## src/ascc_map.vh

```
`ifndef ASCC_MAP_VH
`define ASCC_MAP_VH
// register indices; byte address is four times the index
`define ASCC_IDX_BDH       4'h0
`define ASCC_IDX_BDL       4'h1
`define ASCC_IDX_CR1       4'h2
`define ASCC_IDX_CR2       4'h3
`define ASCC_IDX_SR1       4'h4
`define ASCC_IDX_SR2       4'h5
`define ASCC_IDX_DRH       4'h6
`define ASCC_IDX_DRL       4'h7
`define ASCC_IDX_ISTAT     4'h8
`define ASCC_IDX_IMASK     4'h9
`define ASCC_IDX_CTRL      4'hA
`define ASCC_ADDR_BITS     6
// reset values
`define ASCC_BDH_RST       5'h00
`define ASCC_BDL_RST       8'h04
// frame_control_one fields
`define ASCC_CR1_LOOP      7
`define ASCC_CR1_HALTW     6
`define ASCC_CR1_RX_SOURCE_SELECT      5
`define ASCC_CR1_NINE      4
`define ASCC_CR1_WAKE      3
`define ASCC_CR1_ILT       2
`define ASCC_CR1_PEN       1
`define ASCC_CR1_PODD      0
// frame_control_two fields
`define ASCC_CR2_TX_ON     3
`define ASCC_CR2_RX_ON     2
// sticky event bits
`define ASCC_EV_TXDONE     0
`define ASCC_EV_RXFULL     1
`define ASCC_EV_PERR       2
`define ASCC_EV_FERR       3
`define ASCC_EV_IDLE       4
`define ASCC_EV_W          5
// oversampling factor
`define ASCC_OVERSAMPLE    16
`define ASCC_SAMPLE_MID    4'h7
`endif

```

## src/ascc_baud.v

```verilog
`timescale 1ns/1ps
`include "ascc_map.vh"
// one-cycle tick at sixteen times the bit rate
module ascc_baud #(
    parameter DIV_W = 13
) (
    input  wire             aclk,      // module clock
    input  wire             aresetn,   // sync reset, active low
    input  wire             run,       // generator allowed
    input  wire [DIV_W-1:0] divisor,   // divisor value
    output reg              tick16     // oversample enable
);
    reg [DIV_W-1:0] count;

    always @(posedge aclk) begin
        if (!aresetn || !run || divisor == {DIV_W{1'b0}}) begin
            count  <= {DIV_W{1'b0}};
            tick16 <= 1'b0;
        end else if (count >= divisor - {{(DIV_W-1){1'b0}}, 1'b1}) begin
            count  <= {DIV_W{1'b0}};
            tick16 <= 1'b1;
        end else begin
            count  <= count + {{(DIV_W-1){1'b0}}, 1'b1};
            tick16 <= 1'b0;
        end
    end
endmodule

```

## src/ascc_core.v

```verilog
// Added by the designer: the AXI4-Lite slave port.
`timescale 1ns/1ps
`include "ascc_map.vh"
// Summary of operation
// bit rate is module clock over sixteen times the divisor
// divisor is 13 bits: five high, eight low, up to 8191
// baud generator idle after reset until tx_on or rx_on first set
// baud generator stopped while divisor is zero
// high divisor write is held and applied on low write
// unmapped or reserved locations ignore writes and read zero
// loopback detaches rx pin and feeds receiver from transmitter
// software enables both transmitter and receiver for loopback
// in loopback, source bit picks internal tx or tx pin line
// halt_in_wait set stops the block while cpu waits
// format bit picks eight or nine data bits, one stop
// wake bit picks idle line or address mark wake-up
// idle-type bit picks idle count start after start or stop bit
// parity enable puts parity in msb position and checks it
// parity odd select: clear even, set odd
// only external signals are transmit and receive pins
// wait halts frames and resumes; reset aborts them
// tx_on enables transmitter and hands it the transmit pin
// receiver samples sixteen times per bit
module ascc_core (
    input  wire        aclk,      // module clock
    input  wire        aresetn,   // sync reset, active low
    input  wire        cpu_wait,  // processor in wait mode
    input  wire [5:0]  awaddr,    // write address
    input  wire        awvalid,   // write address valid
    output reg         awready,   // write address ready
    input  wire [31:0] wdata,     // write data
    input  wire [3:0]  wstrb,     // write strobes
    input  wire        wvalid,    // write data valid
    output reg         wready,    // write data ready
    output reg  [1:0]  bresp,     // write response
    output reg         bvalid,    // write response valid
    input  wire        bready,    // write response ready
    input  wire [5:0]  araddr,    // read address
    input  wire        arvalid,   // read address valid
    output reg         arready,   // read address ready
    output reg  [31:0] rdata,     // read data
    output reg  [1:0]  rresp,     // read response
    output reg         rvalid,    // read data valid
    input  wire        rready,    // read data ready
    input  wire        rxd,       // serial receive pin
    output reg         txd,       // serial transmit pin
    output reg         irq        // interrupt, active high
);
    // =========================================================
    // registers
    reg [4:0]  div_hi;
    reg [4:0]  div_hi_hold;
    reg [7:0]  div_lo;
    reg [7:0]  cr1;
    reg [7:0]  cr2;
    reg        started;
    reg [`ASCC_EV_W-1:0] istat;
    reg [`ASCC_EV_W-1:0] imask;
    reg        rx_wake_armed;
    reg        tx_bit8;
    reg [7:0]  tx_buf;
    reg        tx_full;
    reg [8:0]  rx_buf;
    reg        rx_full;
    reg        rx_perr;
    reg        rx_ferr;
    reg        idle_seen;
    reg        ev_txdone;
    reg [`ASCC_EV_W-1:1] ev_rx;
    wire [`ASCC_EV_W-1:0] ev = {ev_rx, ev_txdone};

    wire [12:0] divisor = {div_hi, div_lo};
    wire        halted  = cr1[`ASCC_CR1_HALTW] & cpu_wait;
    wire        tick16;
    wire        nine    = cr1[`ASCC_CR1_NINE];
    wire [3:0]  nbits   = nine ? 4'hB : 4'hA;

    ascc_baud #(.DIV_W(13)) u_baud (
        .aclk    (aclk),
        .aresetn (aresetn),
        .run     (started & ~halted),
        .divisor (divisor),
        .tick16  (tick16)
    );

    // =========================================================
    // bus write channel
    reg        aw_got;
    reg        w_got;
    reg [5:0]  aw_q;
    reg [31:0] w_q;
    reg [3:0]  ws_q;
    wire       do_wr  = aw_got & w_got & ~bvalid;
    wire [3:0] wr_idx = aw_q[5:2];
    wire       wr_en  = do_wr & ws_q[0];
    wire [`ASCC_EV_W-1:0] clr = (wr_en && wr_idx == `ASCC_IDX_ISTAT) ?
                                w_q[`ASCC_EV_W-1:0] : {`ASCC_EV_W{1'b0}};

    always @(posedge aclk) begin
        if (!aresetn) begin
            aw_got  <= 1'b0;
            w_got   <= 1'b0;
            aw_q    <= 6'h00;
            w_q     <= 32'h00000000;
            ws_q    <= 4'h0;
            awready <= 1'b0;
            wready  <= 1'b0;
            bvalid  <= 1'b0;
            bresp   <= 2'h0;
        end else begin
            awready <= ~aw_got & ~awready & awvalid;
            wready  <= ~w_got & ~wready & wvalid;
            if (awvalid && awready) begin
                aw_got <= 1'b1;
                aw_q   <= awaddr;
            end
            if (wvalid && wready) begin
                w_got <= 1'b1;
                w_q   <= wdata;
                ws_q  <= wstrb;
            end
            if (do_wr) begin
                aw_got <= 1'b0;
                w_got  <= 1'b0;
                bvalid <= 1'b1;
                bresp  <= 2'h0;
            end else if (bvalid && bready) begin
                bvalid <= 1'b0;
            end
        end
    end

    // =========================================================
    // transmitter
    reg        tx_busy;
    reg [3:0]  tx_phase;
    reg [3:0]  tx_cnt;
    reg [10:0] tx_sh;
    wire       par_in   = nine ? ^tx_buf[7:0] : ^tx_buf[6:0];
    wire       par_bit  = par_in ^ cr1[`ASCC_CR1_PODD];
    wire [8:0] tx_char  = {tx_bit8, tx_buf};
    reg  [8:0] tx_word;

    always @* begin
        tx_word = tx_char;
        if (cr1[`ASCC_CR1_PEN]) begin
            if (nine)
                tx_word[8] = par_bit;
            else
                tx_word[7] = par_bit;
        end
    end

    always @(posedge aclk) begin
        if (!aresetn) begin
            tx_busy  <= 1'b0;
            tx_phase <= 4'h0;
            tx_cnt   <= 4'h0;
            tx_sh    <= 11'h7FF;
            txd      <= 1'b1;
            ev_txdone <= 1'b0;
        end else begin
            ev_txdone <= 1'b0;
            if (!cr2[`ASCC_CR2_TX_ON]) begin
                tx_busy <= 1'b0;
                txd     <= 1'b1;
            end else if (!tx_busy) begin
                txd <= 1'b1;
                if (tx_full && tick16) begin
                    tx_busy  <= 1'b1;
                    tx_phase <= 4'h0;
                    tx_cnt   <= 4'h0;
                    // stop, data lsb first, start
                    tx_sh    <= nine ? {1'b1, tx_word, 1'b0} : {2'b11, tx_word[7:0], 1'b0};
                end
            end else if (tick16) begin
                txd      <= tx_sh[0];
                tx_phase <= tx_phase + 4'h1;
                if (tx_phase == 4'hF) begin
                    tx_sh  <= {1'b1, tx_sh[10:1]};
                    tx_cnt <= tx_cnt + 4'h1;
                    if (tx_cnt == nbits - 4'h1) begin
                        tx_busy <= 1'b0;
                        ev_txdone <= 1'b1;
                    end
                end
            end
        end
    end

    // =========================================================
    // receiver
    reg        rx_line;
    // loop source: internal shift output or the driven pin level
    wire       rx_src = ~cr1[`ASCC_CR1_LOOP] ? rxd :
                        (cr1[`ASCC_CR1_RX_SOURCE_SELECT] ? txd : (tx_busy ? tx_sh[0] : 1'b1));
    reg        rx_busy;
    reg [3:0]  rx_phase;
    reg [3:0]  rx_cnt;
    reg [9:0]  rx_sh;
    reg [3:0]  ones_cnt;
    reg        ones_run;
    reg [8:0]  got_word;
    reg        got_par_ok;

    always @* begin
        got_word = nine ? rx_sh[9:1] : {1'b0, rx_sh[9:2]};
        if (nine)
            got_par_ok = (^got_word[8:0]) == cr1[`ASCC_CR1_PODD];
        else
            got_par_ok = (^got_word[7:0]) == cr1[`ASCC_CR1_PODD];
    end

    always @(posedge aclk) begin
        if (!aresetn) begin
            rx_line  <= 1'b1;
            rx_busy  <= 1'b0;
            rx_phase <= 4'h0;
            rx_cnt   <= 4'h0;
            rx_sh    <= 10'h000;
            ones_cnt <= 4'h0;
            ones_run <= 1'b0;
            ev_rx    <= {(`ASCC_EV_W-1){1'b0}};
        end else begin
            ev_rx    <= {(`ASCC_EV_W-1){1'b0}};
            if (tick16)
                rx_line <= rx_src;
            if (!cr2[`ASCC_CR2_RX_ON]) begin
                rx_busy  <= 1'b0;
                ones_run <= 1'b0;
            end else if (tick16) begin
                // count ones toward idle
                if (ones_run && rx_phase == `ASCC_SAMPLE_MID) begin
                    if (!rx_line) begin
                        ones_cnt <= 4'h0;
                    end else if (ones_cnt == nbits - 4'h1) begin
                        ones_cnt <= 4'h0;
                        ones_run <= 1'b0;
                        ev_rx[`ASCC_EV_IDLE] <= 1'b1;
                    end else begin
                        ones_cnt <= ones_cnt + 4'h1;
                    end
                end
                if (!rx_busy) begin
                    rx_phase <= rx_phase + 4'h1;
                    if (!rx_line) begin
                        rx_busy  <= 1'b1;
                        rx_phase <= 4'h1;
                        rx_cnt   <= 4'h0;
                        ones_cnt <= 4'h0;
                        ones_run <= ~cr1[`ASCC_CR1_ILT];
                    end
                end else begin
                    rx_phase <= rx_phase + 4'h1;
                    if (rx_phase == `ASCC_SAMPLE_MID) begin
                        rx_cnt <= rx_cnt + 4'h1;
                        if (rx_cnt == 4'h0 && rx_line) begin
                            rx_busy <= 1'b0; // false start
                        end else if (rx_cnt == nbits - 4'h1) begin
                            rx_busy  <= 1'b0;
                            ones_run <= 1'b1;
                            ev_rx[`ASCC_EV_RXFULL] <= 1'b1;
                            ev_rx[`ASCC_EV_FERR]   <= ~rx_line;
                            ev_rx[`ASCC_EV_PERR]   <= cr1[`ASCC_CR1_PEN] & ~got_par_ok;
                        end else if (rx_cnt != 4'h0) begin
                            rx_sh <= {rx_line, rx_sh[9:1]};
                        end
                    end
                end
            end
        end
    end

    // =========================================================
    // state, wake-up and interrupt
    wire       rx_msb  = nine ? got_word[8] : got_word[7];
    // armed receiver accepts only on the selected wake condition
    wire       wake_hit = cr1[`ASCC_CR1_WAKE] ? (ev[`ASCC_EV_RXFULL] & rx_msb) :
                                                ev[`ASCC_EV_IDLE];
    wire       accept   = ev[`ASCC_EV_RXFULL] & (~rx_wake_armed | wake_hit);
    wire [`ASCC_EV_W-1:0] next_istat = (istat & ~clr) |
                                       (ev & {`ASCC_EV_W{accept | ~ev[`ASCC_EV_RXFULL]}});

    always @(posedge aclk) begin
        if (!aresetn) begin
            div_hi        <= `ASCC_BDH_RST;
            div_hi_hold   <= `ASCC_BDH_RST;
            div_lo        <= `ASCC_BDL_RST;
            cr1           <= 8'h00;
            cr2           <= 8'h00;
            started       <= 1'b0;
            istat         <= {`ASCC_EV_W{1'b0}};
            imask         <= {`ASCC_EV_W{1'b0}};
            rx_wake_armed <= 1'b0;
            tx_bit8       <= 1'b0;
            tx_buf        <= 8'h00;
            tx_full       <= 1'b0;
            rx_buf        <= 9'h000;
            rx_full       <= 1'b0;
            rx_perr       <= 1'b0;
            rx_ferr       <= 1'b0;
            idle_seen     <= 1'b0;
            irq           <= 1'b0;
        end else begin
            if (cr2[`ASCC_CR2_TX_ON] || cr2[`ASCC_CR2_RX_ON])
                started <= 1'b1;
            if (tx_busy && tx_phase == 4'h0 && tx_cnt == 4'h0)
                tx_full <= 1'b0;
            if (wake_hit)
                rx_wake_armed <= 1'b0;
            if (accept) begin
                rx_buf  <= got_word;
                rx_full <= 1'b1;
                rx_perr <= ev[`ASCC_EV_PERR];
                rx_ferr <= ev[`ASCC_EV_FERR];
            end
            if (ev[`ASCC_EV_IDLE])
                idle_seen <= 1'b1;
            if (wr_en) begin // only the indices listed below, plus the istat clear, take a write
                case (wr_idx)
                    `ASCC_IDX_BDH:   div_hi_hold <= w_q[4:0];
                    `ASCC_IDX_BDL: begin
                        div_lo <= w_q[7:0];
                        div_hi <= div_hi_hold;
                    end
                    `ASCC_IDX_CR1:   cr1 <= w_q[7:0];
                    `ASCC_IDX_CR2:   cr2 <= w_q[7:0];
                    `ASCC_IDX_DRH:   tx_bit8 <= w_q[6];
                    `ASCC_IDX_DRL: begin
                        tx_buf  <= w_q[7:0];
                        tx_full <= 1'b1;
                    end
                    `ASCC_IDX_IMASK: imask <= w_q[`ASCC_EV_W-1:0];
                    `ASCC_IDX_CTRL: begin
                        rx_wake_armed <= w_q[0];
                        rx_full       <= (rx_full & ~w_q[1]) | accept;
                        idle_seen     <= (idle_seen & ~w_q[2]) | ev[`ASCC_EV_IDLE];
                    end
                    default: ;
                endcase
            end
            // set wins over a same-cycle clear
            istat <= next_istat;
            irq   <= |(next_istat & imask);
        end
    end

    // =========================================================
    // bus read channel
    reg [31:0] rd_val;
    wire [3:0] rd_idx = araddr[5:2];

    always @* begin
        rd_val = 32'h00000000;
        case (rd_idx)
            `ASCC_IDX_BDH:   rd_val[4:0] = div_hi;
            `ASCC_IDX_BDL:   rd_val[7:0] = div_lo;
            `ASCC_IDX_CR1:   rd_val[7:0] = cr1;
            `ASCC_IDX_CR2:   rd_val[7:0] = cr2;
            `ASCC_IDX_SR1:   rd_val[7:0] = {~tx_full, ~tx_full & ~tx_busy, rx_full,
                                            idle_seen, 1'b0, 1'b0, rx_ferr, rx_perr};
            `ASCC_IDX_DRH:   rd_val[7:6] = {rx_buf[8], tx_bit8};
            `ASCC_IDX_DRL:   rd_val[7:0] = rx_buf[7:0];
            `ASCC_IDX_ISTAT: rd_val[`ASCC_EV_W-1:0] = istat;
            `ASCC_IDX_IMASK: rd_val[`ASCC_EV_W-1:0] = imask;
            `ASCC_IDX_CTRL:  rd_val[0] = rx_wake_armed;
            default:         rd_val = 32'h00000000;
        endcase
    end

    always @(posedge aclk) begin
        if (!aresetn) begin
            arready <= 1'b0;
            rvalid  <= 1'b0;
            rdata   <= 32'h00000000;
            rresp   <= 2'h0;
        end else begin
            arready <= ~arready & ~rvalid & arvalid;
            if (arvalid && arready) begin
                rvalid <= 1'b1;
                rdata  <= rd_val;
                rresp  <= 2'h0;
            end else if (rvalid && rready) begin
                rvalid <= 1'b0;
            end
        end
    end
endmodule

```

## config.mk

```make
export PLATFORM = sky130hd
export DESIGN_NAME = ascc_core
export DESIGN_NICKNAME = d
export VERILOG_FILES = /design/src/ascc_baud.v /design/src/ascc_core.v
export VERILOG_INCLUDE_DIRS = /design/src
export SDC_FILE = /design/constraint.sdc
export NUM_CORES = 1
export LEC_CHECK = 0
export ABC_AREA = 1
export BUFFER_PORTS_ARGS = -buffer_cell sky130_fd_sc_hd__buf_4
export CORE_MARGIN = 4
export CORE_UTILIZATION = 47
export CTS_BUF_LIST = sky130_fd_sc_hd__clkbuf_4 sky130_fd_sc_hd__clkbuf_8
export DETAILED_ROUTE_END_ITERATION = 8
export PLACE_DENSITY = 0.67
export SKIP_LAST_GASP = 1
export SYNTH_ARGS = -nofsm -noshare
export SYNTH_HDL_FRONTEND = slang
export SYNTH_SLANG_ARGS = --single-unit
export TNS_END_PERCENT = 5
```

## constraint.sdc

```tcl
create_clock -name aclk -period 4 [get_ports aclk]
set_input_delay 0.8 -clock aclk [delete_from_list [all_inputs] [get_ports aclk]]
set_output_delay 0.8 -clock aclk [all_outputs]
set_load 0.02 [all_outputs]
```

# Word-level counts from Yosys, hierarchy flattened
# Cells that the tools add are included.
[op_classes]
addsub = 8
n_lt_le_gt_ge = 1
eq_ne = 28
mux = 76
n_bitwise = 51
n_reduce_logical = 52
[ops]
columns = ["operator", "n"]
rows = [
  ["$mux 4", 16],
  ["$mux 1", 48],
  ["$mux 11", 4],
  ["$pmux 4 s8", 1],
  ["$eq 4x4->1 const B", 7],
  ["$eq 4x3->1 const B", 6],
  ["$not 1->1", 24],
  ["$add 4x1->4 const B", 5],
  ["$logic_not 4->1", 5],
  ["$reduce_and 2->1", 10],
  ["$and 1x1->1", 17],
  ["$eq 4x2->1 const B", 4],
  ["$reduce_xor 8->1", 2],
  ["$and 5x5->5", 3],
  ["$add 13x1->13 const B", 1],
  ["$ge 13x13->1", 1],
  ["$logic_not 13->1", 1],
  ["$sub 13x1->13 const B", 1],
  ["$eq 4x4->1", 3],
  ["$pmux 2 s6", 1],
  ["$logic_and 1x1->1", 11],
  ["$mux 10", 1],
  ["$reduce_and 5->1", 2],
  ["$mux 9", 1],
  ["25 further kinds", 41],
]
[totals]
regBits = 165
input_bits = 57
output_inout_bits = 43
wordCells = 263

# Logic depth before layout (Yosys ltp)
[logic_depth]
ltp_word = 11
ltp_mapped = 16
ltp_nobuf = 15

# Modules after synthesis
# Synthesis repeated with hierarchy kept, for this count alone.
[unflattened]
hier_cells = 1147
hier_area_um2 = 8324.2
[by_module_without_submodules]
columns = ["module", "n_inst", "cells_each", "area_each_um2", "seq_area_each_um2"]
rows = [
  ["ascc_core", 1, 970, 7078.0, 2942.8],
  ["ascc_baud", 1, 177, 1246.2, 280.3],
]

# Least setup slack after synthesis
# OpenSTA, ideal clock, no wires.
[synth_path]
kind = "register to register"
startpoint = "register div_lo[0]"
endpoint = "register u_baud.tick16"
setup_ps = 57
arrival_time_ps = 2355
t_required_ps = 3943
setup_slack_ps = 1588
path_stages_with_launch = 16
n_path_buf = 1
synth_period_minus_slack_ps = 2412
cell_sequence = "dfxtp_1 inv_1 ha_1 nand4_1 nor3_2 nand3_1 inv_1 nor2_1 ha_1 nand2_1 nor4_1 nand3_1 nand3_1 buf_2 nand3_1 inv_1"
[synth_via]
elab_chain_cells = 3
elab_cells_between_ends = 5
classes_between = "add/sub (1); order compare (1); mux (1); reduce/logical (2)"
[synth_rtl]
columns = ["element", "line_no", "source"]
rows = [
  ["start: declaration", "ascc_core.v:53", "reg [7:0] div_lo;"],
  ["start signal: assignment", "ascc_core.v:288", "div_lo <= `ASCC_BDL_RST;"],
  ["start signal: assignment", "ascc_core.v:323", "div_lo <= w_q[7:0];"],
  ["$sub 13x1->13", "ascc_baud.v:19", "end else if (count >= divisor - {{(DIV_W-1){1'b0}}, 1'b1}) begin"],
  ["$ge 13x13->1", "ascc_baud.v:19", ""],
  ["$mux 1", "ascc_baud.v:19", ""],
  ["end signal: assignment", "ascc_baud.v:18", "tick16 <= 1'b0;"],
  ["end signal: assignment", "ascc_baud.v:21", "tick16 <= 1'b1;"],
  ["end signal: assignment", "ascc_baud.v:24", "tick16 <= 1'b0;"],
  ["end: declaration", "ascc_baud.v:11", "output reg tick16"],
]
# Parallel ways exist; a longest one is shown, timed or not.
# A chain may end at the register's enable or synchronous reset.

# Worst setup path in the final report
[layout_path]
startpoint = "register div_lo[0]"
endpoint = "register u_baud.count[10]"
[layout_via]
elab_chain_cells = 3
elab_cells_between_ends = 5
classes_between = "add/sub (1); order compare (1); reduce/logical (3)"
[layout_rtl]
columns = ["element", "line_no", "source"]
rows = [
  ["$sub 13x1->13 / $logic_not 13->1 (equally long branches)", "ascc_baud.v:19, ascc_baud.v:16", ""],
  ["$ge 13x13->1 / $logic_or 1x1->1 (equally long branches)", "ascc_baud.v:19, ascc_baud.v:16", ""],
  ["$reduce_or 2->1 (no line) (*)", "n/a", ""],
  ["end signal: assignment", "ascc_baud.v:17", "count <= {DIV_W{1'b0}};"],
  ["end signal: assignment", "ascc_baud.v:20", "count <= {DIV_W{1'b0}};"],
  ["end signal: assignment", "ascc_baud.v:23", "count <= count + {{(DIV_W-1){1'b0}}, 1'b1};"],
  ["end: declaration", "ascc_baud.v:13", "reg [DIV_W-1:0] count;"],
]
# Every way passes the cells marked *; elsewhere a longest branch is shown, timed or not.

==> reports/summary.md <==
The most common cell after layout, fill and taps aside was sky130_fd_sc_hd__nand2_1. The mean area per synthesized cell works out to 7.18 µm². For the data arrival time of the worst path, the log shows 3.26 ns. Pin placement for this block handled 100 I/O pins. The relative contribution of the clock network to total power came out at 38.5%. Count of different cell masters after synthesis: 42. The wire length of the first global-routing pass was 31800 µm.

The analysis attributes to cell leakage a power of 3.60 nW. The number of standard-cell rows in the floorplan is 47. The post-layout utilization of the core was 52.2%.

Along the worst path, the maximum fanout reaches 14. The flow ran to the end, and the final reports show no timing, DRC or antenna violations. For the total wirelength of the detailed-routed design, the log shows 19000 µm. Maximum number of pins on one net before global-route repair: 66. The clock-pin transition on the worst setup and hold timing paths works out to 0.09 ns. The die is 139 µm wide. The filler cells instantiated in the layout total 1676.

Setup repair after global routing left no endpoint under its margin. For this design the total switching power over the nets is 0.766 mW. At the pin with the least slew margin, the transition time is 0.718 ns. Final-layout setup total negative slack: 0 ns. The run gives 2.12 mW as the internal power. The run gives 0 as the number of warnings printed during yosys synthesis. The final critical path takes up 72.3% of the cycle. Number of enable flip-flop cells after synthesis: 0. The class of the tightest hold or removal check is reg -> reg. Of the total power, combinational logic draws 4.9%.

Of the cells placed in the final design, the portion with a size suffix greater than 1 is 9.51%. In this run the top signal layer used is met4. Summed over all nets, wire length on met3 after detailed routing comes to 844 µm. In this run the standard cell core region covers 0.0166 mm².

OpenSTA, run right after detailed placement, puts the worst setup slack at 1.08 ns. Once placement finished, the instance area stood at 0.00833 mm². Minimum clock period after layout: 2.89 ns. Clock tree synthesis selected as its root buffer the cell sky130_fd_sc_hd__clkbuf_8.

In this run, placement finished with an instance count of 1345. In this run the tightest slew margin relative to its limit is 52.0%. Across every metal layer, demand over resource in global routing totals 20.0%.

The growth of design area from synthesis to finish works out to 8.22%. The first routing iteration left 469 violations. For the number of antenna violations at the first check in global routing, the log shows 0. The fraction of power spent switching nets is 26.6%.

Summing all flip-flop and latch instances after layout gives 0.00322 mm². The final route contains 7026 vias. VDD sags by at most 0.000221 V. The met1 routed wirelength after detailed routing was 9230 µm. After synthesis, the share of flip-flops with an asynchronous set or reset is 0%. Walking the worst path, the cells encountered are nor3_1 -> nand4_1 -> nor3_1 -> xor2_1 -> inv_1 -> ha_1 -> nand2_1 -> nor2_1 -> nand2_1 -> o21bai_1 -> nand3_1 -> nor3b_1. Among all flip-flop cells after synthesis, the most frequent one is sky130_fd_sc_hd__dfxtp_1.

For this design the ratio of total power to cell area is 332 mW/mm². Once detail routing completed, the nets flagged for antenna violations numbered 0. The critical path is of the reg -> reg type. In the synthesized netlist, the number of instances is 1118. The later pin in the worst-skew pair is clocked with a latency of 0.46 ns. Registers are responsible for 56.5% of the overall power. The longest clock path from root to sink contains 2 buffers.

The H-tree was split into 4 levels. The data required time at the worst endpoint came out at 4.37 ns. TritonCTS built the clock tree. For this configuration, the core starts out at a cell density of 48.2%. The total inserted antenna cells is 0. On the worst path, the slowest cell contributes a delay of 0.43 ns.

The buffer and inverter count on the worst path came out at 1. Summing all non-filler instances in the final layout gives an area of 0.00868 mm². The final routed DRC violation total is 0, and the number of max-slew violations in the final report is 0. In this run, synthesis produced a sequential element count of 161. After detailed routing, the average wire length per cell comes to 13.8 µm. Overall die area: 0.0192 mm². After detailed routing, the met2 layer carries 8840 µm of wire.

In this run, post-CTS hold repair placed 0 buffers. The run gives 14000 µm as the post-detailed-placement half-perimeter wirelength. Global routing finished with a remaining overflow of 0.

The number of global-route vias before repair was 6516; the least setup slack across all paths after layout was 1.11 ns. The y dimension of the die was 139 µm. In this design, the largest share of critical-path delay is due to simple AND/OR/NAND/NOR gates. Sequential elements use 40.2% of the synthesized area. The number of gates resized after CTS was 0. Across the routed clock network, the largest skew measured is 0.0128 ns. The area of the multi-input gates was 0.00402 mm²; the mean number of vias per cell was 5.10. The library cells used most frequently in the layout, excluding fill and tap cells, are sky130_fd_sc_hd__nand2_1 (229), sky130_fd_sc_hd__dfxtp_1 (161), sky130_fd_sc_hd__inv_1 (119).

Input and output buffers added on the ports amount to 40. Setup violations remaining at the end of the flow were counted as 0. For this design, the slowest cell found on the critical path is sky130_fd_sc_hd__nor3_1.

The design draws 2.88 mW. The endpoint type of the worst setup path was a flop. Clock tree synthesis inserted a total of 17 buffers.

The tools report the final hold slack as 0.448 ns. The tools report the nature of the critical path startpoint as a flop. For the combined area of all synthesized cells, the log shows 0.00802 mm². The maximum achievable frequency is 0.346 GHz. Clock tree synthesis found a total of 161 sinks. After clock tree synthesis, the setup repair step added 0 buffers. The number of failing hold endpoints at the final stage was 0.

For the detailed-router iteration count before antenna repair, the log shows 5. Once layout is complete, the cells apart from fillers number 1377. For the global placement routability congestion, the log shows 0.855.

For the post-layout net count, the log shows 1224. Across the run, the number of max-cap violations was 0.
-- layer usage --
layer	up-vias	global-route usage, %
met4	0	4.84
met1	3221	27.2
met3	10	4.48
li1	3684	-
met2	111	32.4
met5	-	0
-- cells in the mapped netlist (11+ instances only) --
| cell | count | share of area [%] |
|---|---|---|
| sky130_fd_sc_hd__a21oi_1 | 113 | 7.0 |
| sky130_fd_sc_hd__buf_2 | 11 | 0.69 |
| sky130_fd_sc_hd__buf_4 | 28 | 2.6 |
| sky130_fd_sc_hd__clkbuf_1 | 16 | 0.75 |
| sky130_fd_sc_hd__dfxtp_1 | 161 | 40 |
| sky130_fd_sc_hd__ha_1 | 23 | 3.6 |
| sky130_fd_sc_hd__inv_1 | 119 | 5.6 |
| sky130_fd_sc_hd__nand2_1 | 229 | 11 |
| sky130_fd_sc_hd__nand3_1 | 53 | 3.3 |
| sky130_fd_sc_hd__nor2_1 | 87 | 4.1 |
| sky130_fd_sc_hd__nor3_1 | 28 | 1.7 |
| sky130_fd_sc_hd__o21ai_0 | 115 | 7.2 |
| sky130_fd_sc_hd__xnor2_1 | 11 | 1.2 |
| sky130_fd_sc_hd__xor2_1 | 16 | 1.7 |
-- state kept, by name, indices dropped and copies added (netlist names), 5 cells and up --
register,flops
w_q,8
div_lo,8
rx_sh,9
rdata,8
tx_buf,8
u_baud.count,13
istat,5
tx_sh,10
imask,5
cr1,8
rx_buf,9
div_hi_hold,5
cr2,8
div_hi,5
-- worst paths after layout --
kind | start | depth (start not counted) | slack [ns] | to
worst max-delay path | div_lo[0] | 12 | 1.11 | u_baud.count[10]
worst min-delay path | wready | 1 | 0.45 | wready
worst max register to register | div_lo[0] | 12 | 1.11 | u_baud.count[10]
worst min register to register | wready | 1 | 0.45 | wready
-- cells by family after synthesis --
family	Yosys count	synth area share (%)
compound gates	276	18.4
xor+xnor	27	2.95
fa+ha+maj	23	3.59
buf+inv	192	11.0
flops	161	40.2
other cells	1	0.0467
simple gates	438	23.9
-- final cells by class --
| type | instances | share of cell area (%) |
|---|---|---|
| Clock buffer | 19 | 2.94 |
| Clock inverter | 13 | 1.17 |
| Inverter | 129 | 5.61 |
| Multi-Input combinational cell | 792 | 46.3 |
| Sequential cell | 161 | 37.1 |
| Tap cell | 220 | 3.17 |
| Timing Repair Buffer | 43 | 3.72 |
-- power groups by stage --
stage	logic [mW]	registers, mW	clock network (mW)
6_report	0.142	1.63	1.11
5_1_grt	0.157	1.63	1.19
3_3_place_gp	0.140	1.67	0
4_1_cts	0.141	1.63	1.12
3_5_place_dp	0.141	1.67	0
2_1_floorplan	0.110	1.66	0
Power figures use the tool's default switching activity.
